`config.mk`:
```
export PLATFORM = sky130hd
export DESIGN_NAME = two_wire_slave_tx_status
export DESIGN_NICKNAME = d
export VERILOG_FILES = /design/src/hdl/two_wire_pkg.sv /design/src/hdl/two_wire_slave_tx_status.sv /design/src/hdl/two_wire_sync.sv
export SDC_FILE = /design/constraint.sdc
export NUM_CORES = 1
export LEC_CHECK = 0
export BUFFER_PORTS_ARGS = -buffer_cell sky130_fd_sc_hd__buf_4
export CAP_MARGIN = 30
export CORE_MARGIN = 1.5
export CORE_UTILIZATION = 51
export CTS_CLUSTER_SIZE = 20
export DETAILED_ROUTE_END_ITERATION = 7
export PLACE_DENSITY_LB_ADDON = 0.1
export SKIP_LAST_GASP = 1
export SLEW_MARGIN = 40
export SYNTH_ARGS = -nofsm -noshare
export SYNTH_HDL_FRONTEND = slang
export SYNTH_SLANG_ARGS = --single-unit
```
`constraint.sdc`:
```
create_clock -name CLK_I -period 5.5 [get_ports CLK_I]
set_input_delay 0.275 -clock CLK_I [delete_from_list [all_inputs] [get_ports CLK_I]]
set_output_delay 0.275 -clock CLK_I [all_outputs]
set_load 0.05 [all_outputs]
```
`src/hdl/two_wire_pkg.sv`:
```
// Purpose: Shared constants for the two-wire slave transmitter status block
// Assumes: Status codes are full byte values; the status field is bits 7..3
// Notes: Summary of operation follows
// Summary of operation
// - Own address read acknowledged reports A8, sends
// - Lost arbitration then read-addressed reports B0
// - Acked data byte reports B8, waits
// - NACK after byte reports C0
// - ACK on marked last byte reports C8
// - C0/C8 clear with ack_enable 0: unaddressed, deaf
// - C0/C8 clear with ack_enable 1: listens again
// - Start request at C0/C8 clear issues START when free
// - Codes valid with prescaler bits masked zero
// - Flag clear always reports F8
// - Misplaced START/STOP is bus error 00
// - Bus error sets the job done flag
// - Recovery: unaddressed, stop request bit cleared
// - Recovery releases both lines, no STOP driven
// - Direction change uses REPEATED START
// - Repeated start keeps bus ownership
// - Extra master reads get all ones
// - Status in bits 7..3, prescaler 1..0
package two_wire_pkg;
   localparam logic [7:0] ST_OWN_READ = 8'ha8;
   localparam logic [7:0] ST_ARB_READ = 8'hb0;
   localparam logic [7:0] ST_DATA_ACK = 8'hb8;
   localparam logic [7:0] ST_DATA_NACK = 8'hc0;
   localparam logic [7:0] ST_LAST_ACK = 8'hc8;
   localparam logic [7:0] ST_NO_INFO = 8'hf8;
   localparam logic [7:0] ST_BUS_ERROR = 8'h00;
   localparam int STATUS_LSB = 3;
   localparam int PRESCALER_W = 2;
   localparam int ADDR_W = 7;
   localparam logic [3:0] BITS_PER_BYTE = 4'h8;
   localparam logic [7:0] DATA_RESET = 8'hff;
   localparam int LINK_PERIOD_NS = 320;
   localparam int CLK_PERIOD_NS = 40;
   localparam int LINK_CYCLES = (LINK_PERIOD_NS + CLK_PERIOD_NS - 1) / CLK_PERIOD_NS;

   // Gray coded along idle, address, ack, hold, transmit, data ack
   typedef enum logic [2:0] {
      S_IDLE = 3'h0,
      S_ADDR = 3'h1,
      S_ADDR_ACK = 3'h3,
      S_HOLD = 3'h2,
      S_TX = 3'h6,
      S_RX_ACK = 3'h7,
      S_IGNORE = 3'h5,
      S_ERROR = 3'h4
   } state_t;
endpackage

```
`src/hdl/two_wire_slave_tx_status.sv`:
```
// Purpose: Slave transmitter sequencing and status of the two-wire unit
// Assumes: Control and data writes are one-cycle strobes on CLK_I
// Notes: Master bit-rate generation and receiver modes live elsewhere
`timescale 1ns/1ps
`default_nettype none
module two_wire_slave_tx_status
   import two_wire_pkg::*;
(
   input wire logic CLK_I,
   input wire logic NRST_I,
   input wire logic SCL_I,
   output logic SCL_O,
   output logic SCL_OE_O,
   input wire logic SDA_I,
   output logic SDA_O,
   output logic SDA_OE_O,
   input wire logic [ADDR_W-1:0] OWN_ADDR_I,
   input wire logic GENERAL_CALL_ENABLE_I,
   input wire logic ACK_ENABLE_I,
   input wire logic [PRESCALER_W-1:0] PRESCALER_I,
   input wire logic CTRL_WR_I,
   input wire logic CTRL_FLAG_CLEAR_I,
   input wire logic CTRL_START_REQUEST_I,
   input wire logic CTRL_STOP_REQUEST_I,
   input wire logic DATA_WR_I,
   input wire logic [7:0] DATA_I,
   input wire logic ARB_LOST_I,
   output logic [7:0] STATUS_O,
   output logic JOB_DONE_FLAG_O,
   output logic STOP_REQUEST_BIT_O,
   output logic WRITE_COLLISION_O,
   output logic START_ISSUE_O,
   output logic BUS_OWNED_O,
   output logic [7:0] DATA_BYTE_O
);
   typedef struct packed {
      state_t st;
      logic flag;
      logic [7:0] code;
      logic stop_bit;
      logic start_pend;
      logic bus_busy;
      logic bus_owned;
      logic arb;
      logic last;
      logic collision;
      logic [7:0] data;
      logic [7:0] sh;
      logic [3:0] cnt;
      logic sda_low;
      logic scl_low;
      logic start_pulse;
      logic scl_p;
      logic sda_p;
   } regs_t;

   localparam regs_t REGS_RESET = '{
      st: S_IDLE, flag: 1'b0, code: ST_NO_INFO, stop_bit: 1'b0, start_pend: 1'b0,
      bus_busy: 1'b0, bus_owned: 1'b0, arb: 1'b0, last: 1'b0, collision: 1'b0,
      data: DATA_RESET, sh: DATA_RESET, cnt: 4'h0, sda_low: 1'b0, scl_low: 1'b0,
      start_pulse: 1'b0, scl_p: 1'b1, sda_p: 1'b1};

   regs_t r_q;
   regs_t r_d;
   logic [1:0] pins_s;
   logic scl_s;
   logic sda_s;
   logic scl_rise;
   logic scl_fall;
   logic start_seen;
   logic stop_seen;
   logic sw_clear;
   logic addr_hit;

   two_wire_sync #(
      .WIDTH(2)
   ) u_sync (
      .clk_i(CLK_I),
      .nrst_i(NRST_I),
      .d_i({SCL_I, SDA_I}),
      .q_o(pins_s)
   );

   // Bus events from the synchronised pins
   assign scl_s = pins_s[1];
   assign sda_s = pins_s[0];
   assign scl_rise = scl_s & ~r_q.scl_p;
   assign scl_fall = ~scl_s & r_q.scl_p;
   assign start_seen = scl_s & r_q.scl_p & r_q.sda_p & ~sda_s;
   assign stop_seen = scl_s & r_q.scl_p & ~r_q.sda_p & sda_s;
   // Only a write of one clears the flag; hardware never clears it itself
   assign sw_clear = CTRL_WR_I & CTRL_FLAG_CLEAR_I & r_q.flag;
   // Own address with read direction; ack_enable gates all recognition
   assign addr_hit = ACK_ENABLE_I & (r_q.sh[7:1] == OWN_ADDR_I) & r_q.sh[0];

   // Whole next-state computation
   always_comb begin
      r_d = r_q;
      r_d.scl_p = scl_s;
      r_d.sda_p = sda_s;
      r_d.start_pulse = 1'b0;

      // Software control write: the stop request bit is stored as written, except that the bus error recovery write drops it
      if (CTRL_WR_I) begin
         r_d.stop_bit = CTRL_STOP_REQUEST_I;
      end

      // Data writes only land while the flag is set; otherwise a collision
      if (DATA_WR_I) begin
         if (r_q.flag) begin
            r_d.data = DATA_I;
            r_d.collision = 1'b0;
         end else begin
            r_d.collision = 1'b1;
         end
      end

      // Bus busy tracking and ownership; a repeated start keeps ownership
      if (start_seen) begin
         r_d.bus_busy = 1'b1;
      end
      if (stop_seen) begin
         r_d.bus_busy = 1'b0;
         r_d.bus_owned = 1'b0;
      end

      if (ARB_LOST_I) begin
         r_d.arb = 1'b1;
      end

      case (r_q.st)
         S_IDLE, S_IGNORE: begin
            // Not addressed: the data line stays released, master reads ones
            r_d.sda_low = 1'b0;
            r_d.scl_low = 1'b0;
            if (start_seen) begin
               r_d.st = S_ADDR;
               r_d.cnt = 4'h0;
            end else if (stop_seen) begin
               r_d.st = S_IDLE;
               r_d.arb = 1'b0;
            end
         end
         S_ADDR: begin
            if ((start_seen && r_q.cnt != 4'h0) || stop_seen) begin
               r_d.st = S_ERROR;
            end else if (start_seen) begin
               r_d.cnt = 4'h0;
            end else if (scl_rise) begin
               r_d.sh = {r_q.sh[6:0], sda_s};
               r_d.cnt = r_q.cnt + 4'h1;
            end else if (scl_fall && r_q.cnt == BITS_PER_BYTE) begin
               if (addr_hit) begin
                  r_d.st = S_ADDR_ACK;
                  r_d.sda_low = 1'b1;
               end else begin
                  r_d.st = S_IGNORE;
                  r_d.arb = 1'b0;
               end
            end
         end
         S_ADDR_ACK: begin
            if (start_seen || stop_seen) begin
               r_d.st = S_ERROR;
               r_d.sda_low = 1'b0;
            end else if (scl_fall) begin
               // Address acknowledged: report and stretch the clock
               r_d.sda_low = 1'b0;
               r_d.scl_low = 1'b1;
               r_d.flag = 1'b1;
               r_d.code = r_q.arb ? ST_ARB_READ : ST_OWN_READ;
               r_d.arb = 1'b0;
               r_d.st = S_HOLD;
            end
         end
         S_HOLD: begin
            if (sw_clear) begin
               r_d.flag = 1'b0;
               r_d.scl_low = 1'b0;
               if (r_q.code == ST_DATA_NACK || r_q.code == ST_LAST_ACK) begin
                  // Back to unaddressed; recognition follows ack_enable
                  r_d.st = S_IGNORE;
                  r_d.start_pend = CTRL_START_REQUEST_I;
               end else begin
                  // Load the next byte; ack_enable low marks it as last
                  r_d.last = ~ACK_ENABLE_I;
                  r_d.sh = DATA_WR_I ? DATA_I : r_q.data;
                  r_d.sda_low = DATA_WR_I ? ~DATA_I[7] : ~r_q.data[7];
                  r_d.cnt = 4'h0;
                  r_d.st = S_TX;
               end
            end
         end
         S_TX: begin
            if (start_seen || stop_seen) begin
               r_d.st = S_ERROR;
               r_d.sda_low = 1'b0;
            end else if (scl_fall) begin
               r_d.cnt = r_q.cnt + 4'h1;
               r_d.sh = {r_q.sh[6:0], 1'b1};
               if (r_q.cnt == BITS_PER_BYTE - 4'h1) begin
                  r_d.sda_low = 1'b0;
                  r_d.st = S_RX_ACK;
               end else begin
                  r_d.sda_low = ~r_q.sh[6];
               end
            end
         end
         S_RX_ACK: begin
            if (start_seen || stop_seen) begin
               r_d.st = S_ERROR;
            end else if (scl_rise) begin
               r_d.last = r_q.last;
               r_d.cnt = sda_s ? 4'h1 : 4'h0; // Remember NACK
            end else if (scl_fall) begin
               r_d.flag = 1'b1;
               r_d.scl_low = 1'b1;
               r_d.st = S_HOLD;
               if (r_q.cnt == 4'h1) begin
                  r_d.code = ST_DATA_NACK;
               end else if (r_q.last) begin
                  r_d.code = ST_LAST_ACK;
               end else begin
                  r_d.code = ST_DATA_ACK;
               end
            end
         end
         S_ERROR: begin
            // Lines released; only internal state changes here
            r_d.sda_low = 1'b0;
            r_d.scl_low = 1'b0;
            if (!r_q.flag) begin
               r_d.flag = 1'b1;
               r_d.code = ST_BUS_ERROR;
            end else if (sw_clear && CTRL_STOP_REQUEST_I) begin
               // Recovery write: unaddressed, stop request bit dropped
               r_d.flag = 1'b0;
               r_d.stop_bit = 1'b0;
               r_d.st = S_IGNORE;
               r_d.arb = 1'b0;
            end
         end
         default: begin
            r_d = REGS_RESET;
         end
      endcase

      // START request: immediate repeated start if owned, else wait for free bus
      if (r_q.start_pend && (r_q.bus_owned || !r_q.bus_busy)) begin
         r_d.start_pend = 1'b0;
         r_d.start_pulse = 1'b1;
         r_d.bus_owned = 1'b1;
      end
   end

   // Single state register
   always_ff @(posedge CLK_I or negedge NRST_I) begin
      if (!NRST_I) begin
         r_q <= REGS_RESET;
      end else begin
         r_q <= r_d;
      end
   end

   // Status shows the code only while the flag is set; prescaler in low bits
   always_comb begin
      STATUS_O = {ST_NO_INFO[7:STATUS_LSB], 1'b0, PRESCALER_I};
      if (r_q.flag) begin
         STATUS_O = {r_q.code[7:STATUS_LSB], 1'b0, PRESCALER_I};
      end
   end

   // Open-drain pins: drive low only, enable high while pulling low
   assign SCL_O = 1'b0;
   assign SCL_OE_O = r_q.scl_low;
   assign SDA_O = 1'b0;
   assign SDA_OE_O = r_q.sda_low;
   assign JOB_DONE_FLAG_O = r_q.flag;
   assign STOP_REQUEST_BIT_O = r_q.stop_bit;
   assign WRITE_COLLISION_O = r_q.collision;
   assign START_ISSUE_O = r_q.start_pulse;
   assign BUS_OWNED_O = r_q.bus_owned;
   assign DATA_BYTE_O = r_q.data;
endmodule
`default_nettype wire

```
`src/hdl/two_wire_sync.sv`:
```
// Purpose: Two-stage synchroniser for the serial clock and data pins
// Assumes: Inputs are asynchronous to CLK_I
// Notes: The first stage feeds only the second stage
`timescale 1ns/1ps
`default_nettype none
module two_wire_sync #(
   parameter int WIDTH = 2
) (
   input wire logic clk_i,
   input wire logic nrst_i,
   input wire logic [WIDTH-1:0] d_i,
   output logic [WIDTH-1:0] q_o
);
   logic [WIDTH-1:0] meta_q;

   // Pins idle high, so reset to high avoids false edges
   always_ff @(posedge clk_i or negedge nrst_i) begin
      if (!nrst_i) begin
         meta_q <= '1;
         q_o <= '1;
      end else begin
         meta_q <= d_i;
         q_o <= meta_q;
      end
   end
endmodule
`default_nettype wire

```
==> flow_metrics.tcl, run 1 <==
set metrics [dict create \
    synth_seq_area_share_pct 43.1 \
    post-route-min-period_ps 2320 \
    ctsHtreeMaxLevel 2 \
    synth-edff-count 0 \
    fin_crit_sh_pct 42.2 \
    worstPathRequired_ps 5670 \
    p_leak_nw 1.30 \
    grt-ovfl-total 0 \
    synth_cell_types 57 \
    root_buffer "clkbuf_8" \
    synth_seq_cells 45 \
    synthCells 285 \
    avgSynthCellArea_um2 9.45 \
    core_um2 5110 \
    p_switching_mw 0.658 \
    drc 0 \
    startpoint_type "flip-flop" \
    cts_tree "done" \
    die_area_um2 5730 \
    p_int_mw 0.844 \
    holdWs_ps 86.4 \
    outcome "finished clean" \
    viasPerCell 5.68 \
    cpMaxStageDelayCell "dfrtp_1" \
    fillers 489 \
    grt_pass1_wl_mm 9.54 \
    nNetsFinal 348 \
    fin_ws_ps 3180 \
    path_cells "nor3b_1, a22oi_1, o311ai_0, a22oi_1, mux2i_1, a21oi_1" \
    grt.total_usage_pct 22.7 \
    layout-drive-gt1-share_pct 31.5 \
    drt_iter0_drc 137 \
    setup_tns_ps 0 \
    syn_area_um2 2690 \
    final-seq-area_um2 1160 \
    cts.sinks 45 \
    area_growth_pct 15.0 \
    crit_type "reg -> reg" \
    synth-main-ff-cell "dfstp_2" \
    antenna_cells 0 \
    multi_input_area_um2 1360 \
    io_pins 54 \
    relSlewSlack_pct 46.3 \
    critPathCaptureType "flip-flop" \
    holdBufCountCts 1 \
    combPwrFrac_pct 46.9 \
    setup_viol 0 \
    pwr-share-clk_pct 16.1 \
    drv_cap 0 \
    grt_pass1_vias 1993 \
    post-dp-hpwl_mm 4.45 \
    wire_per_inst_um 15.5 \
    fin_util_pct 60.6 \
    postCtsSetupRepairBufs 0 \
    cts_resized 0 \
    portBuffers 45 \
    cts_buffers 5 \
    rows 26 \
    hold_path.class "in -> reg" \
    dpl-instance-area_um2 2980 \
    arrival_ps 2490 \
    clkLatencyLatePin_ps 290 \
    first_pass_iters 4 \
    grt_max_degree 46 \
    vias 2197 \
    ant_nets 0 \
    fmax_mhz 431 \
    switching_share_pct 43.8 \
    rsz0062_at_grt "no" \
    floorplan.initialDensity_pct 52.7 \
    worstPathMaxFanout 20 \
    worst_pin_slew_ps 803 \
    yosysWarnings 0 \
    path_buf_inv 0 \
    path_delay_family "flip-flops" \
    gp_congestion 0.899 \
    synthArstFlopShare_pct 100 \
    seq_power_share_pct 37.0 \
    cts.clk_slew.worst_paths_ps 90 \
    fp.dieW_um 75.7 \
    wl_mm 6.00 \
    finalMaxSlewViolations 0 \
    peakVddDrop_v 0.000330 \
    timing.critical_path.mode_cell "a22oi_1" \
    clock_skew_ps 8.45 \
    antenna_found_initial 0 \
    power_density_nw_per_um2 485 \
    cts_buffer_depth 2 \
    pre_cts_ws_ps 3210 \
    hold_violations 0 \
    die_h_um 75.7 \
    cpPeakStageDelay_ps 730 \
    fin_area_um2 3100 \
]
path summary, 6_finish.rpt:
check	start	to	slack, ps	depth (start not counted)
worst max register to register	r_q[43]$_DFFE_PN0P_	r_q[41]$_DFFE_PN0P_	3180	6
worst min register to register	u_sync.meta_q[0]$_DFF_PN1_	u_sync.q_o[0]$_DFF_PN1_	360	0
min in group asynchronous	NRST_I	SDA_OE_O$_DFFE_PN0P_	520	2
worst max-delay path	r_q[43]$_DFFE_PN0P_	r_q[41]$_DFFE_PN0P_	3180	6
max in group asynchronous	NRST_I	r_q[39]$_DFFE_PN1P_	4590	2
worst min-delay path	SDA_I	u_sync.meta_q[0]$_DFF_PN1_	90	1
worst register-to-register path: stages (launching register included):
cell and delay, ps:
dfrtp_1 730, nor3b_1 740, a22oi_1 200, o311ai_0 200, a22oi_1 130, mux2i_1 160
a21oi_1 60
registers in the layout, summed over array words and instances (netlist names):
name	flops
u_sync.meta_q	2
SDA_OE_O	1
STOP_REQUEST_BIT_O	1
WRITE_COLLISION_O	1
START_ISSUE_O	1
SCL_OE_O	1
u_sync.q_o	2
JOB_DONE_FLAG_O	1
BUS_OWNED_O	1
r_q	26
DATA_BYTE_O	8
cell type report:
cell class                 count  area share (%)
multi-input combinational    209            43.8
sequential                    45            37.5
timing repair buffer          46            11.2
clock buffer                   8            3.60
tap                           70            2.83
inverter                       9            1.09
cells in the mapped netlist (all sizes together), types with 2 or more instances:
master	instances	area, um^2
nand4	4	25.0
a211oi	3	22.5
nor3b	2	15.0
nor2	17	63.8
o21ai	31	155
nand2b	14	87.6
and2	2	12.5
a21oi	18	97.6
o211ai	4	45.1
xor2	3	33.8
or3	3	18.8
xnor2	5	43.8
nor2b	4	25.0
ha	3	37.5
o221ai	2	17.5
mux2	11	124
or3b	2	17.5
nor3	2	10.0
nand3	6	30.0
a21o	2	15.0
nand2	32	123
dfstp	27	709
o22ai	2	12.5
dfrtp	18	450
mux2i	10	100
a22oi	2	15.0
inv	9	33.8
o21a	3	22.5
buf	23	150
metal layers:
metal	up-vias	share of wire [%]	track usage [%]
met3	5	5.1	3.04
met2	69	48	37.4
met4	0	0.83	6.75
met1	1057	46	31.5
li1	1066	-	-
met5	-	0	0
through the flow:
| step | total power, mW | std cells |
|---|---|---|
| 6_report | 1.50 | 387 |
| 5_1_grt | 1.59 | 387 |
| 4_1_cts | 1.51 | 387 |
| 3_5_place_dp | 1.26 | 378 |
| 3_3_place_gp | 1.25 | 378 |
| 2_1_floorplan | 1.12 | 287 |
layout by cell type, fill, tap and decap left out, types with 2 or more instances in the layout:
master / synthesis / routed
o21ai_0: 27 / 27
o21a_1: 3 / 3
xor2_1: 2 / 2
nor3_1: 2 / 2
a22oi_1: 2 / 2
dfrtp_1: 18 / 18
a21o_1: 2 / 2
nand3_1: 6 / 6
mux2i_1: 10 / 10
conb_1: 1 / 3
o22ai_1: 2 / 2
inv_1: 9 / 9
nand2_1: 31 / 31
clkbuf_8: 0 / 6
dfstp_2: 27 / 27
nand4_1: 4 / 4
a211oi_1: 3 / 3
mux2_2: 10 / 10
a21oi_2: 2 / 2
o21ai_1: 4 / 4
a21oi_1: 16 / 16
o211ai_2: 3 / 3
ha_1: 3 / 3
o221ai_1: 2 / 2
xnor2_1: 5 / 5
buf_4: 14 / 45
or3_1: 3 / 3
nor2_1: 17 / 16
nor3b_1: 2 / 2
nor2b_1: 4 / 4
and2_1: 2 / 2
or3b_1: 2 / 2
nand2b_1: 14 / 14
logic make-up after synthesis:
logic type                 Yosys count  share of synthesized area (%)
adders and majority gates            3                           1.39
DFF                                 45                           43.1
other                                1                          0.139
muxes                               21                           8.31
AOI/OAI and AO/OA                   79                           19.0
xor gates and xnor gates             8                           2.88
and+or+nand+nor                     95                           18.2
buffers and inverters               33                           6.97
power groups by stage:
| stage | Clock, mW | Sequential, mW | Combinational, mW |
|---|---|---|---|
| 2_1_floorplan | 0 | 0.546 | 0.570 |
| 3_3_place_gp | 0 | 0.557 | 0.695 |
| 3_5_place_dp | 0 | 0.561 | 0.702 |
| 4_1_cts | 0.245 | 0.556 | 0.705 |
| 5_1_grt | 0.255 | 0.574 | 0.760 |
| 6_report | 0.242 | 0.556 | 0.704 |
No activity file was read; power rests on OpenSTA's default activity.
==> inputs of run 2 (changes only) <==
ABC_AREA = 1   (was unset)
CORE_UTILIZATION = 50   (was 51)
clock period = 2.1 ns   (was 5.5 ns; I/O delays follow)
==> flow_metrics.tcl, run 2 <==
set metrics [dict create \
    outcome "finished clean" \
    crit_start "u_sync.q_o[1]$_DFF_PN1_" \
    synth_area_leader_cell "dfstp_2" \
    power_density_nw_per_um2 1210 \
    r2r_start "u_sync.q_o[1]$_DFF_PN1_" \
    root_buffer "clkbuf_8" \
    cts.sinks 45 \
    antenna_cells 0 \
    arrival_ps 1990 \
    synth-edff-count 0 \
    drv_cap 0 \
    relSlewSlack_pct 63.3 \
    fmax_mhz 557 \
    fin_area_um2 3340 \
    fp.dieW_um 78.6 \
    wl_mm 6.82 \
    synth_compound_area_share_pct 12.5 \
    synth_xor_area_share_pct 0.613 \
    rsz0062_at_grt "no" \
    avgSynthCellArea_um2 6.82 \
    floorplan.initialDensity_pct 51.9 \
    peakVddDrop_v 0.000843 \
    area_growth_pct 16.8 \
    largest_reg_flops 26 \
    worstPathRequired_ps 2290 \
    cts_tree "done" \
    use_met2_pct 37.2 \
    dpl-instance-area_um2 3220 \
    path_delay_family "simple AND/OR/NAND/NOR gates" \
    dpl.cell_count 526 \
    vias 2740 \
    p_leak_nw 1.79 \
    cts.clk_slew.worst_paths_ps 80 \
    synth.most_common_cell "nand2_1" \
    fin_crit_sh_pct 85.5 \
    fillers 555 \
    grt-ovfl-total 0 \
    clkLatencyLatePin_ps 300 \
    die_area_um2 6180 \
    post-route-min-period_ps 1800 \
    worst_pin_slew_ps 551 \
    synth_fa_ha_area_share_pct 1.31 \
    syn_area_um2 2860 \
    critPathCaptureType "flip-flop" \
    final_common_cell "nand2_1" \
    synth_mux_area_share_pct 0 \
    hold_path.class "in -> reg" \
    drt_iter0_drc 198 \
    grtUsageMet1_pct 35.3 \
    portBuffers 45 \
    worstPathMaxFanout 5 \
    hold_violations 0 \
    synthCells 419 \
    startpoint_type "flip-flop" \
    nNetsFinal 496 \
    fin_util_pct 60.6 \
    grt_pass1_wl_mm 11.7 \
    max_flop_register "r_q" \
    synth.area.top_cells "dfstp_2 25%, nand2_1 18%, dfrtp_1 16%" \
    first_pass_iters 5 \
    clock_skew_ps 6.26 \
    grt.busiest_layer "met2" \
    die_h_um 78.6 \
    ctsHtreeMaxLevel 2 \
    grt_max_degree 46 \
    yosys-top-cells-count "137 x nand2_1, 60 x inv_1, 50 x nor2_1" \
    timing.critical_path.mode_cell "nand2_1" \
    multi_input_area_um2 1340 \
    hp-start "ACK_ENABLE_I" \
    cts_buffer_depth 2 \
    drc 0 \
    ant_nets 0 \
    cpMaxStageDelayCell "dfstp_2" \
    synth-main-ff-cell "dfstp_2" \
    gp_congestion 0.920 \
    path_cells "nand2_1, nor2_1, nor2_1, nand3_1, nand2_1, nor2_1, nand2_1, nand2_1, nand2_1" \
    synth_top_family_by_area "simple AND/OR/NAND/NOR gates" \
    rows 27 \
    path_buf_inv 0 \
    synth_cell_types 33 \
    layout_common_cells "137 x nand2_1, 60 x inv_1, 52 x buf_4" \
    cts_buffers 5 \
    post-dp-hpwl_mm 5.28 \
    cpPeakStageDelay_ps 570 \
    viasPerCell 5.10 \
    setup_viol 0 \
    wire_per_inst_um 12.7 \
    io_pins 54 \
    finalMaxSlewViolations 0 \
    crit_type "reg -> reg" \
    yosysWarnings 0 \
    synth-simple-area-share_pct 32.2 \
    postCtsSetupRepairBufs 0 \
    layout-drive-gt1-share_pct 20.4 \
    synth_seq_cells 45 \
    setup_tns_ps 0 \
    use_met3_pct 3.60 \
    synthArstFlopShare_pct 100 \
    synth_seq_area_share_pct 40.6 \
    grt.total_usage_pct 24.1 \
    core_um2 5510 \
    synth_top_area_share_pct 24.8 \
    final-seq-area_um2 1160 \
    grt_pass1_vias 2548 \
    finalNonFillerCells 537 \
    antenna_found_initial 0 \
]
==> run 2: per-layer routing <==
| layer | vias up | wire (um) |
|---|---|---|
| li1 | 1389 | - |
| met2 | 91 | 2960 |
| met5 | - | 0 |
| met3 | 9 | 420 |
| met1 | 1251 | 3330 |
| met4 | 0 | 99 |
==> run 2: area by class of cell <==
class	instances	share of cell area, %
multi-input cells	295	40.2
flip-flops and latches	45	34.8
repair buffers	55	12.6
inverters	62	6.98
clock buffers	8	2.70
well taps	72	2.70
==> run 2: worst paths after layout <==
check	slack [ps]	cells past startpoint	to
setup / recovery	300	9	r_q[42]$_DFFE_PN0P_
hold / removal	2	2	r_q[26]$_DFFE_PN0P_
setup reg to reg	300	9	r_q[42]$_DFFE_PN0P_
hold reg to reg	360	0	u_sync.q_o[0]$_DFF_PN1_
max in group asynchronous	1380	2	r_q[0]$_DFF_PN1_
min in group asynchronous	340	2	SDA_OE_O$_DFFE_PN0P_
==> run 2: what timing repair did <==
action,in CTS,in global routing
gates resized for setup,0,0
hold endpoints to repair,20,0
hold buffers,3,0
==> run 2: logic make-up after synthesis <==
group / after synthesis
AO/OA/AOI/OAI: 62
XOR/XNOR: 2
adder cells (fa/ha/maj): 3
buffers and inverters: 81
flip-flops: 45
other: 1
AND/OR/NAND/NOR: 225
==> run 2: where the power goes <==
group / internal, mW / switching (mW) / total, mW
clock network: 0.269 / 0.284 / 0.553
registers: 1.27 / 0.202 / 1.48
logic: 0.639 / 1.38 / 2.02
==> run 2: per-stage QoR <==
step	hold WS (ps)	setup slack [ps]	power [mW]
6_report	2.10	304	4.05
5_1_grt	1.61	55.5	4.35
4_1_cts	2.16	327	4.07
3_5_place_dp	136	339	3.50
3_3_place_gp	139	375	3.47
2_1_floorplan	-191	314	3.02
